===== config.mk =====
export PLATFORM = sky130hd
export DESIGN_NAME = rcrb_top
export DESIGN_NICKNAME = d
export VERILOG_FILES = /design/src/pkg/rcrb_pkg.sv /design/src/verilog/rcrb_top.sv
export VERILOG_INCLUDE_DIRS = /design/src /design/src/pkg
export SDC_FILE = /design/constraint.sdc
export NUM_CORES = 1
export LEC_CHECK = 0
export BUFFER_PORTS_ARGS = -buffer_cell sky130_fd_sc_hd__buf_4
export CORE_ASPECT_RATIO = 1.2
export CORE_MARGIN = 1.5
export CORE_UTILIZATION = 54
export CTS_BUF_LIST = sky130_fd_sc_hd__clkbuf_8
export DETAILED_ROUTE_END_ITERATION = 12
export GPL_TIMING_DRIVEN = 1
export HOLD_SLACK_MARGIN = 0.12
export PLACE_DENSITY = 0.82
export SLEW_MARGIN = 20
export SYNTH_ARGS = -nofsm -noshare
export SYNTH_HDL_FRONTEND = slang
export SYNTH_SLANG_ARGS = --single-unit

===== constraint.sdc =====
create_clock -name clk_sys_i -period 5.5 [get_ports clk_sys_i]
set_input_delay 0.55 -clock clk_sys_i [delete_from_list [all_inputs] [get_ports clk_sys_i]]
set_output_delay 0.55 -clock clk_sys_i [all_outputs]
set_load 0.005 [all_outputs]

===== src/pkg/rcrb_map.svh =====
// register offsets, field positions and reset values of the receiver control bank
`ifndef RCRB_MAP_SVH
`define RCRB_MAP_SVH
// What this block does
// - pin asserted: full power-down if external mode bit 0, standby if 1
// - link logic enters standby on pin only with link standby and external standby bits
// - link power field: 00 normal, 01 power-down pll off, 10 standby pll on
// - converter power field: 00 normal, 01 power-down, 10 standby
// - output disable bit suppresses converter output data
// - data invert bit inverts converter output data
// - format field 00 gives offset binary, 01 twos complement
// - realign-on-sync-request bit realigns link on each sync request assertion
// - realign-on-sysref bit realigns link on each sysref assertion
// - sysref mode 0 resets dividers every assertion, 1 only next rising edge
// - enable bits gate the sysref input and the sync request buffer
// - noise shaper bandwidth bit selects 22% mode at 0, 33% at 1
// - noise shaper processes data only while its enable bit is high
// - six-bit tuning word: 57 valid codes in 22% mode, 34 in 33%
// - dc freeze bit stops updating and holds the last dc estimate
// - dc bandwidth code k sets averaging 2^(-k-14); codes 14 and 15 act as 13
// - dc correction enable adds the correction value to the data path
// - 16-bit dc correction value read as low byte and high byte
// - flag pin function bit: 0 fast detect, 1 overrange indicator
// - force bit drives the flag pin to the forced-value bit
// - fast detect enable lets the upper threshold comparator drive the pin
// - flag sets when magnitude exceeds the 15-bit upper threshold
// - flag clears after magnitude stays below lower threshold for dwell cycles

// ---------------------------------------------------------------------
// offsets
// ---------------------------------------------------------------------
`define RCRB_A_PWR  8'h08
`define RCRB_A_FMT  8'h14
`define RCRB_A_SYN  8'h3a
`define RCRB_A_NSC  8'h3c
`define RCRB_A_NST  8'h3e
`define RCRB_A_DCC  8'h40
`define RCRB_A_DCL  8'h41
`define RCRB_A_DCH  8'h42
`define RCRB_A_FDC  8'h45
`define RCRB_A_SCR  8'h77
`define RCRB_A_SUM  8'h79
`define RCRB_A_DRV  8'h80
`define RCRB_A_MFO  8'h8b
`define RCRB_A_EMP  8'ha8
`define RCRB_A_UPD  8'hff
// staged register slots
`define RCRB_N   11
`define RCRB_I_PWR 4'h0
`define RCRB_I_FMT 4'h1
`define RCRB_I_SYN 4'h2
`define RCRB_I_NSC 4'h3
`define RCRB_I_NST 4'h4
`define RCRB_I_DCC 4'h5
`define RCRB_I_FDC 4'h6
`define RCRB_I_SCR 4'h7
`define RCRB_I_DRV 4'h8
`define RCRB_I_MFO 4'h9
`define RCRB_I_EMP 4'ha
// ---------------------------------------------------------------------
// fields and codes
// ---------------------------------------------------------------------
`define RCRB_B_EXTSB  5
`define RCRB_B_LNKSB  4
`define RCRB_B_DIS    4
`define RCRB_B_INV    2
`define RCRB_B_RLSY   4
`define RCRB_B_RLSR   3
`define RCRB_B_SRMODE 2
`define RCRB_B_SREN   1
`define RCRB_B_SYEN   0
`define RCRB_B_NSWIDE 1
`define RCRB_B_NSEN   0
`define RCRB_B_FRZ    6
`define RCRB_B_DCEN   1
`define RCRB_B_FUNC   4
`define RCRB_B_FRC    3
`define RCRB_B_FVAL   2
`define RCRB_B_FDEN   0
`define RCRB_B_DRVPD  1
`define RCRB_B_XFER   0
`define RCRB_PM_PD    2'b01
`define RCRB_PM_SB    2'b10
`define RCRB_FMT_TWOS 2'b01
`define RCRB_K_MAX    4'd13
`define RCRB_K_BASE   6'd14
`define RCRB_NS_N22   6'd57
`define RCRB_NS_N33   6'd34
`define RCRB_R_EMP    8'h04
`define RCRB_R_ZERO   8'h00
`endif


===== src/pkg/rcrb_pkg.sv =====
// types of the receiver control register bank
`default_nettype none
package rcrb_pkg;
  typedef logic [7:0] rcrb_byte_t;
  typedef struct packed {
    rcrb_byte_t [10:0] stg;
    rcrb_byte_t [10:0] act;
    logic signed [43:0] acc;
    logic [15:0]        corr;
    logic [15:0]        dat;
    logic               den;
    logic               fd;
    logic               pin;
    logic [15:0]        dwl;
    logic               sr_q;
    logic               sy_q;
    logic               armed;
    logic               rlg;
    logic               drst;
    logic [7:0]         rd;
    logic               rv;
    logic               pd_adc;
    logic               sb_adc;
    logic               lk_pll;
    logic               lk_ser;
    logic               lk_rst;
    logic               ns_ok;
    logic [7:0]         sum;
  } rcrb_state_s;
endpackage
`default_nettype wire


===== src/verilog/rcrb_top.sv =====
// receiver control register bank with power, format, dc, sync and flag logic
`include "rcrb_map.svh"
`default_nettype none
module rcrb_top (
  // clock and reset
  input  wire logic        clk_sys_i,
  input  wire logic        rst_i,
  // register access
  input  wire logic        reg_wr_i,
  input  wire logic        reg_rd_i,
  input  wire logic [7:0]  reg_addr_i,
  input  wire logic [7:0]  reg_wdata_i,
  output logic      [7:0]  reg_rdata_o,
  output logic             reg_rvalid_o,
  // pins and timing inputs
  input  wire logic        power_down_pin_i,
  input  wire logic        sysref_i,
  input  wire logic        sync_request_n_i,
  // converter data and detection
  input  wire logic [15:0] sample_i,
  input  wire logic        overrange_i,
  input  wire logic [14:0] thr_upper_i,
  input  wire logic [14:0] thr_lower_i,
  input  wire logic [15:0] dwell_i,
  output logic      [15:0] sample_o,
  output logic             sample_en_o,
  output logic             threshold_flag_pin_o,
  // power control
  output logic             adc_power_down_o,
  output logic             adc_standby_o,
  output logic             link_pll_en_o,
  output logic             link_ser_en_o,
  output logic             link_clk_en_o,
  output logic             link_rst_o,
  output logic             driver_power_down_o,
  // link control
  output logic             link_realign_o,
  output logic             divider_reset_o,
  output logic      [2:0]  cs_assign_o,
  output logic      [4:0]  multiframe_phase_offset_o,
  output logic      [7:0]  emphasis_o,
  // noise shaper control
  output logic             noise_shaper_en_o,
  output logic             noise_shaper_wide_o,
  output logic      [5:0]  noise_shaper_tune_o,
  output logic             noise_shaper_tune_ok_o
);

  // -------------------------------------------------------------------
  // helpers
  // -------------------------------------------------------------------
  function automatic logic [4:0] rcrb_dec(input logic [7:0] a);
    case (a)
      `RCRB_A_PWR: rcrb_dec = {1'b1, `RCRB_I_PWR};
      `RCRB_A_FMT: rcrb_dec = {1'b1, `RCRB_I_FMT};
      `RCRB_A_SYN: rcrb_dec = {1'b1, `RCRB_I_SYN};
      `RCRB_A_NSC: rcrb_dec = {1'b1, `RCRB_I_NSC};
      `RCRB_A_NST: rcrb_dec = {1'b1, `RCRB_I_NST};
      `RCRB_A_DCC: rcrb_dec = {1'b1, `RCRB_I_DCC};
      `RCRB_A_FDC: rcrb_dec = {1'b1, `RCRB_I_FDC};
      `RCRB_A_SCR: rcrb_dec = {1'b1, `RCRB_I_SCR};
      `RCRB_A_DRV: rcrb_dec = {1'b1, `RCRB_I_DRV};
      `RCRB_A_MFO: rcrb_dec = {1'b1, `RCRB_I_MFO};
      `RCRB_A_EMP: rcrb_dec = {1'b1, `RCRB_I_EMP};
      default:     rcrb_dec = 5'h00;
    endcase
  endfunction

  // most negative code saturates so the flag compare never wraps
  function automatic logic [14:0] rcrb_mag(input logic [15:0] v);
    if (v == 16'h8000) begin
      rcrb_mag = 15'h7fff;
    end else if (v[15]) begin
      rcrb_mag = 15'(16'h0000 - v);
    end else begin
      rcrb_mag = v[14:0];
    end
  endfunction

  function automatic logic [3:0] rcrb_kclip(input logic [3:0] k);
    rcrb_kclip = (k > `RCRB_K_MAX) ? `RCRB_K_MAX : k;
  endfunction

  // -------------------------------------------------------------------
  // state
  // -------------------------------------------------------------------
  rcrb_pkg::rcrb_state_s r_reg;
  rcrb_pkg::rcrb_state_s r_next;

  logic [7:0]         pwr_w;
  logic [7:0]         fmt_w;
  logic [7:0]         syn_w;
  logic [7:0]         dcc_w;
  logic [7:0]         fdc_w;
  logic [4:0]         dec_w;
  logic               upd_w;
  logic               sr_w;
  logic               sy_w;
  logic               sr_rise_w;
  logic [14:0]        mag_w;
  logic [15:0]        corr_w;
  logic               frc_w;
  logic               fval_w;
  logic [15:0]        y_w;

  assign pwr_w     = r_reg.act[`RCRB_I_PWR];
  assign fmt_w     = r_reg.act[`RCRB_I_FMT];
  assign syn_w     = r_reg.act[`RCRB_I_SYN];
  assign dcc_w     = r_reg.act[`RCRB_I_DCC];
  assign fdc_w     = r_reg.act[`RCRB_I_FDC];
  assign dec_w     = rcrb_dec(reg_addr_i);
  assign upd_w     = reg_wr_i && (reg_addr_i == `RCRB_A_UPD) && reg_wdata_i[`RCRB_B_XFER];
  assign sr_w      = sysref_i && syn_w[`RCRB_B_SREN];
  assign sy_w      = !sync_request_n_i && syn_w[`RCRB_B_SYEN];
  assign sr_rise_w = sr_w && !r_reg.sr_q;
  assign corr_w    = r_reg.corr;
  assign frc_w     = fdc_w[`RCRB_B_FRC];
  assign fval_w    = fdc_w[`RCRB_B_FVAL];
  assign y_w       = dcc_w[`RCRB_B_DCEN] ? sample_i + r_reg.corr : sample_i;
  assign mag_w     = rcrb_mag(y_w);

  // -------------------------------------------------------------------
  // next state
  // -------------------------------------------------------------------
  always_comb begin
    logic        pin_pd;
    logic        pin_sb;
    logic        lk_pd;
    logic        lk_sb;
    logic [3:0]  k;
    logic [4:0]  sh;
    logic signed [43:0] diff;
    logic [15:0] o;
    pin_pd = 1'b0;
    pin_sb = 1'b0;
    lk_pd  = 1'b0;
    lk_sb  = 1'b0;
    k      = 4'h0;
    sh     = 5'h00;
    diff   = 44'sh0;
    o      = 16'h0000;
    r_next      = r_reg;
    r_next.rv   = 1'b0;
    r_next.rd   = 8'h00;
    r_next.rlg  = 1'b0;
    r_next.drst = 1'b0;

    // register reads: staged values, live dc value and checksum
    if (reg_rd_i) begin
      r_next.rv = 1'b1;
      if (dec_w[4]) begin
        r_next.rd = r_reg.stg[dec_w[3:0]];
      end else begin
        case (reg_addr_i)
          `RCRB_A_DCL: r_next.rd = r_reg.corr[7:0];
          `RCRB_A_DCH: r_next.rd = r_reg.corr[15:8];
          `RCRB_A_SUM: r_next.rd = r_reg.sum;
          default:     r_next.rd = 8'h00;
        endcase
      end
    end

    // power modes, pin against register fields
    pin_pd = power_down_pin_i && !pwr_w[`RCRB_B_EXTSB];
    pin_sb = power_down_pin_i && pwr_w[`RCRB_B_EXTSB];
    r_next.pd_adc = pin_pd || (pwr_w[1:0] == `RCRB_PM_PD);
    r_next.sb_adc = !r_next.pd_adc && (pin_sb || (pwr_w[1:0] == `RCRB_PM_SB));
    lk_pd = pin_pd || (pwr_w[3:2] == `RCRB_PM_PD);
    lk_sb = !lk_pd && ((pin_sb && pwr_w[`RCRB_B_LNKSB]) || (pwr_w[3:2] == `RCRB_PM_SB));
    r_next.lk_pll = !lk_pd;
    r_next.lk_ser = !(lk_pd || lk_sb);
    r_next.lk_rst = lk_pd || lk_sb;

    // sysref and sync request
    r_next.sr_q = sr_w;
    r_next.sy_q = sy_w;
    if (sr_rise_w && syn_w[`RCRB_B_RLSR]) begin
      r_next.rlg = 1'b1;
    end
    if (sy_w && !r_reg.sy_q && syn_w[`RCRB_B_RLSY]) begin
      r_next.rlg = 1'b1;
    end
    if (sr_rise_w) begin
      if (!syn_w[`RCRB_B_SRMODE]) begin
        r_next.drst = 1'b1;
      end else if (r_reg.armed) begin
        r_next.drst  = 1'b1;
        r_next.armed = 1'b0;
      end
    end

    // dc estimate: first-order average with shift k+14
    k    = rcrb_kclip(dcc_w[5:2]);
    sh   = 5'(k) + 5'(`RCRB_K_BASE);
    diff = $signed({sample_i[15], sample_i, 27'h0}) - r_reg.acc;
    if (!dcc_w[`RCRB_B_FRZ]) begin
      r_next.acc = r_reg.acc + (diff >>> sh);
    end
    r_next.corr = 16'h0000 - r_reg.acc[42:27];

    // output formatting
    o = y_w;
    if (fmt_w[`RCRB_B_INV]) begin
      o = ~o;
    end
    if (fmt_w[1:0] != `RCRB_FMT_TWOS) begin
      o[15] = ~o[15];
    end
    r_next.den = !fmt_w[`RCRB_B_DIS];
    r_next.dat = fmt_w[`RCRB_B_DIS] ? 16'h0000 : o;

    // threshold flag with dwell hysteresis
    if (mag_w > thr_upper_i) begin
      r_next.fd  = 1'b1;
      r_next.dwl = 16'h0000;
    end else if (r_reg.fd && (mag_w < thr_lower_i)) begin
      if (({1'b0, r_reg.dwl} + 17'h00001) >= {1'b0, dwell_i}) begin
        r_next.fd  = 1'b0;
        r_next.dwl = 16'h0000;
      end else begin
        r_next.dwl = r_reg.dwl + 16'h0001;
      end
    end else begin
      r_next.dwl = 16'h0000;
    end
    if (frc_w) begin
      r_next.pin = fval_w;
    end else if (fdc_w[`RCRB_B_FUNC]) begin
      r_next.pin = overrange_i;
    end else begin
      r_next.pin = fdc_w[`RCRB_B_FDEN] && r_reg.fd;
    end

    // noise shaper tuning range depends on bandwidth mode
    r_next.ns_ok = r_reg.act[`RCRB_I_NSC][`RCRB_B_NSWIDE] ?
                   (r_reg.act[`RCRB_I_NST][5:0] < `RCRB_NS_N33) :
                   (r_reg.act[`RCRB_I_NST][5:0] < `RCRB_NS_N22);

    // checksum over the link fields held here, modulo 256
    r_next.sum = r_reg.act[`RCRB_I_MFO] + {5'h00, fmt_w[7:5]};

    // staged writes; transfer copies them into the active set
    if (reg_wr_i && dec_w[4]) begin
      r_next.stg[dec_w[3:0]] = reg_wdata_i;
    end
    if (upd_w) begin
      r_next.act   = r_next.stg;
      r_next.armed = r_next.stg[`RCRB_I_SYN][`RCRB_B_SRMODE];
    end
  end

  // -------------------------------------------------------------------
  // registers
  // -------------------------------------------------------------------
  always_ff @(posedge clk_sys_i) begin
    if (rst_i) begin
      r_reg <= '0;
      r_reg.stg[`RCRB_I_EMP] <= `RCRB_R_EMP;
      r_reg.act[`RCRB_I_EMP] <= `RCRB_R_EMP;
      r_reg.stg[`RCRB_I_DRV] <= `RCRB_R_ZERO;
      r_reg.act[`RCRB_I_DRV] <= `RCRB_R_ZERO;
      r_reg.lk_pll <= 1'b1;
      r_reg.lk_ser <= 1'b1;
      r_reg.ns_ok  <= 1'b1;
    end else begin
      r_reg <= r_next;
    end
  end

  // -------------------------------------------------------------------
  // outputs
  // -------------------------------------------------------------------
  assign reg_rdata_o            = r_reg.rd;
  assign reg_rvalid_o           = r_reg.rv;
  assign sample_o               = r_reg.dat;
  assign sample_en_o            = r_reg.den;
  assign threshold_flag_pin_o   = r_reg.pin;
  assign adc_power_down_o       = r_reg.pd_adc;
  assign adc_standby_o          = r_reg.sb_adc;
  assign link_pll_en_o          = r_reg.lk_pll;
  assign link_ser_en_o          = r_reg.lk_ser;
  assign link_clk_en_o          = r_reg.lk_ser;
  assign link_rst_o             = r_reg.lk_rst;
  assign driver_power_down_o    = r_reg.act[`RCRB_I_DRV][`RCRB_B_DRVPD];
  assign link_realign_o         = r_reg.rlg;
  assign divider_reset_o        = r_reg.drst;
  assign cs_assign_o            = r_reg.act[`RCRB_I_FMT][7:5];
  assign multiframe_phase_offset_o          = r_reg.act[`RCRB_I_MFO][4:0];
  assign emphasis_o             = r_reg.act[`RCRB_I_EMP];
  // shaper sits outside; it bypasses itself while this is low
  assign noise_shaper_en_o      = r_reg.act[`RCRB_I_NSC][`RCRB_B_NSEN];
  assign noise_shaper_wide_o    = r_reg.act[`RCRB_I_NSC][`RCRB_B_NSWIDE];
  assign noise_shaper_tune_o    = r_reg.act[`RCRB_I_NST][5:0];
  assign noise_shaper_tune_ok_o = r_reg.ns_ok;
endmodule
`default_nettype wire


==> flow_metrics.tcl <==
set metrics [dict create \
    synth_top_cell_area_share_pct 27.09 \
    nFillCells 2893 \
    drv_slew 0 \
    hp-class "input port to flop" \
    status "finished, final reports clean" \
    h-tree-depth 2 \
    critical_path_class "flop to flop" \
    power_density_nw_per_um2 523.0 \
    rr_endpoint "r_reg[115]" \
    synth-edff-count 0 \
    synthCells 2449 \
    synth_nets 2664 \
    synth.largest_area_cell "dfxtp_1" \
    gr-usage-all-layers_pct 33.78 \
    p_switching_mw 5.566 \
    reg2reg_slack_ns 0.15 \
    vias_per_cell 6.117 \
    avgSynthCellArea_um2 7.965 \
    antenna_found_initial 0 \
    cts_hold_buffers 0 \
    wl_met1_um 25720 \
    vias 20250 \
    clock_latency_ns 0.59 \
    fp.coreArea_um2 35750 \
    final.period_utilization_pct 97.19 \
    ios 147 \
    cpLargestDelayFamily "compound AO/OA/AOI/OAI gates" \
    hold_slack_ns 0.1753 \
    switching_share_pct 43.24 \
    max-vdd-ir-drop_v 0.0002588 \
    drt_pass1_iterations 8 \
    wirelength_um 65250 \
    grt_start_max_net_pins 83 \
    startpoint "r_reg[107]" \
    synthesis.yosys.warnings 0 \
    async_flop_share_pct 0 \
    fin_total_pwr_mw 12.87 \
    fin_ws_ns 0.1546 \
    hold_viol_final 0 \
    areaGrowthSynthToFinish_pct 26.18 \
    max_stage_delay_ns 0.53 \
    wl_met3_um 4408 \
    final-setup-viol-count 0 \
    dieHeight_um 211.2 \
    ant_nets 0 \
    grt_pass1_wl_um 101000 \
    netlist_area_um2 19510 \
    critical_path.endpoint_type "flop" \
    drtIter0Drc 2021 \
    max_freq_ghz 0.1871 \
    min_period_ns 5.345 \
    critPathCapture "r_reg[115]" \
    fin_setup_tns_ns 0 \
    cts_buffers 41 \
    dpl.hpwl_um 48750 \
    top_layer_used "met4" \
    io_buffers 146 \
    rows 76 \
    clock-sinks 264 \
    clk_pin_slew_ns 0.06 \
    required_ns 5.97 \
    power.leakage_nw 10.75 \
    arrival_ns 5.82 \
    clockBufferDepth 3 \
    worst_clock_skew_ns 0.03759 \
    cts_tree "built" \
    p_comb_share_pct 67.4 \
    slowest_stage "mux4_2" \
    cts-root-buf "clkbuf_8" \
    seq_power_share_pct 18.6 \
    fin_nets 3026 \
    antenna_cells 0 \
    synth-seq-cells 264 \
    wl_met2_um 31140 \
    grt_pass1_vias 19600 \
    grt_overflow 0 \
    drc 0 \
    r2r-start "r_reg[107]" \
    slew_headroom_pct 36.21 \
    synth.distinct_cells 102 \
    start_util_pct 54.56 \
    place.gp.congestion 0.9510 \
    drv_cap 0 \
    die_area_um2 37280 \
    post-route-util_pct 68.84 \
    path_buf_inv 4 \
    crit_fanout 4 \
    crit_cells 25 \
    worst_pin_slew_ns 0.9548 \
    place_ws_ns -0.5781 \
    ys.flop_type "dfxtp_1" \
    cp_common_cell "buf_4" \
    ys_seq_area_share_pct 27.09 \
    synthTopCellsByArea "dfxtp_1, ha_1, mux2i_1" \
    startpoint_type "flop" \
    p_int_mw 7.307 \
    p_clk_share_pct 14.0 \
    wire_per_inst_um 19.71 \
    fp.dieW_um 176.5 \
    reg2reg_depth 25 \
    drive_gt1_share_pct 26.80 \
]
==> what timing repair did <==
action / 4_1_cts / 5_1_grt
hold endpoints to repair: 0 / 0
pin swaps: 11 / 64
cloned: 1 / 0
setup buffers: 6 / 15
resized for setup: 26 / 138
setup endpoints to repair: 30 / 48
==> cells in the final DEF (no fill, tap or decap), drive strengths merged, types with 16 or more instances in the layout <==
cell type / count
buf: 503
nor2: 314
dfxtp: 264
a21oi: 177
nand2: 174
mux2i: 142
ha: 126
inv: 125
o21ai: 105
a211oi: 95
a21o: 64
xnor2: 63
nor2b: 57
nand3: 54
clkbuf: 51
nor3: 51
xor2: 41
o21a: 31
nand4: 27
and3: 24
nand2b: 23
a31oi: 23
o211ai: 20
a221oi: 16
or3: 16
==> how the worst min path moves through the flow <==
stage	slack (ns)	cells after the start	from	to
after floorplan	0.38	1	noise_shaper_tune_o[5]	noise_shaper_tune_ok_o
after global placement	0.40	1	noise_shaper_tune_o[5]	noise_shaper_tune_ok_o
after detailed placement	0.40	1	noise_shaper_tune_o[5]	noise_shaper_tune_ok_o
after CTS	0.15	2	sync_request_n_i	r_reg[26]
after global routing	0.15	2	sync_request_n_i	r_reg[26]
final	0.18	2	sync_request_n_i	r_reg[26]
==> kinds of logic (layout without fill, tap and decap cells) <==
kind of cell    after synthesis  count (layout)  share of synthesized area, %
flops                       264             264                         27.09
buf+inv                     304             697                         6.960
fa+ha+maj                   129             129                         8.390
xor+xnor                    104             104                         4.901
compound gates              674             674                         23.37
simple gates                813             814                         20.62
mux                         161             161                         8.672
==> power by group through the flow <==
stage,registers (mW),logic [mW],clock network [mW]
2_1_floorplan,2.31,4.67,0
3_3_place_gp,2.40,7.37,0
3_5_place_dp,2.40,7.52,0
4_1_cts,2.37,7.72,1.84
5_1_grt,2.39,9.35,1.91
6_report,2.39,8.67,1.81
==> Yosys cell counts, drive strengths merged (31+ instances only) <==
library cell and instances:
dfxtp 264, ha 126, inv 115, xnor2 63, nor2 314, nand2 174, xor2 41, buf 78
a211oi 95, clkbuf 107, nor3 51, a21oi 177, nor2b 57, o21ai 105, a21o 64, o21a 31
nand3 54, mux2i 142
==> worst register-to-register path, stage by stage (launching register included) <==
cell and delay, ns:
dfxtp_1 0.35, inv_1 0.11, ha_1 0.33, buf_4 0.16, a21o_1 0.19, a21oi_2 0.18, o31a_1 0.21, xor2_2 0.19
buf_4 0.14, nor2_1 0.03, a21oi_1 0.17, mux2i_1 0.18, mux4_2 0.53, mux2_2 0.31, ha_1 0.31, nand2_1 0.08
a21oi_1 0.05, a221oi_1 0.25, buf_4 0.18, nand2_1 0.07, o21ai_2 0.23, a31oi_4 0.15, o21a_1 0.26, a31o_2 0.27
xnor2_1 0.12, a211oi_1 0.21
==> metal layers <==
layer | global-route usage, % | vias to the layer above
met1 | 40.63 | 9627
met5 | 0 | -
met4 | 18.79 | 0
met3 | 5.058 | 251
li1 | - | 9521
met2 | 57.46 | 854
==> area by class of cell <==
| class | instances | area, µm² | share of cell area (%) |
|---|---|---|---|
| Clock inverter | 24 | 197.7 | 0.8032 |
| Tap cell | 468 | 585.6 | 2.379 |
| Clock buffer | 51 | 701.9 | 2.852 |
| Sequential cell | 264 | 5295 | 21.51 |
| Multi-Input combinational cell | 1882 | 13580 | 55.19 |
| Timing Repair Buffer | 503 | 3800 | 15.44 |
| Inverter | 119 | 449.2 | 1.825 |
==> stage by stage <==
step | cells | instance area [µm²]
after floorplan | 2449 | 19510
after global placement | 3216 | 22840
after detailed placement | 3216 | 22840
after CTS | 3298 | 23890
after global routing | 3311 | 24610
final | 3311 | 24610
Power figures use the tool's default switching activity.
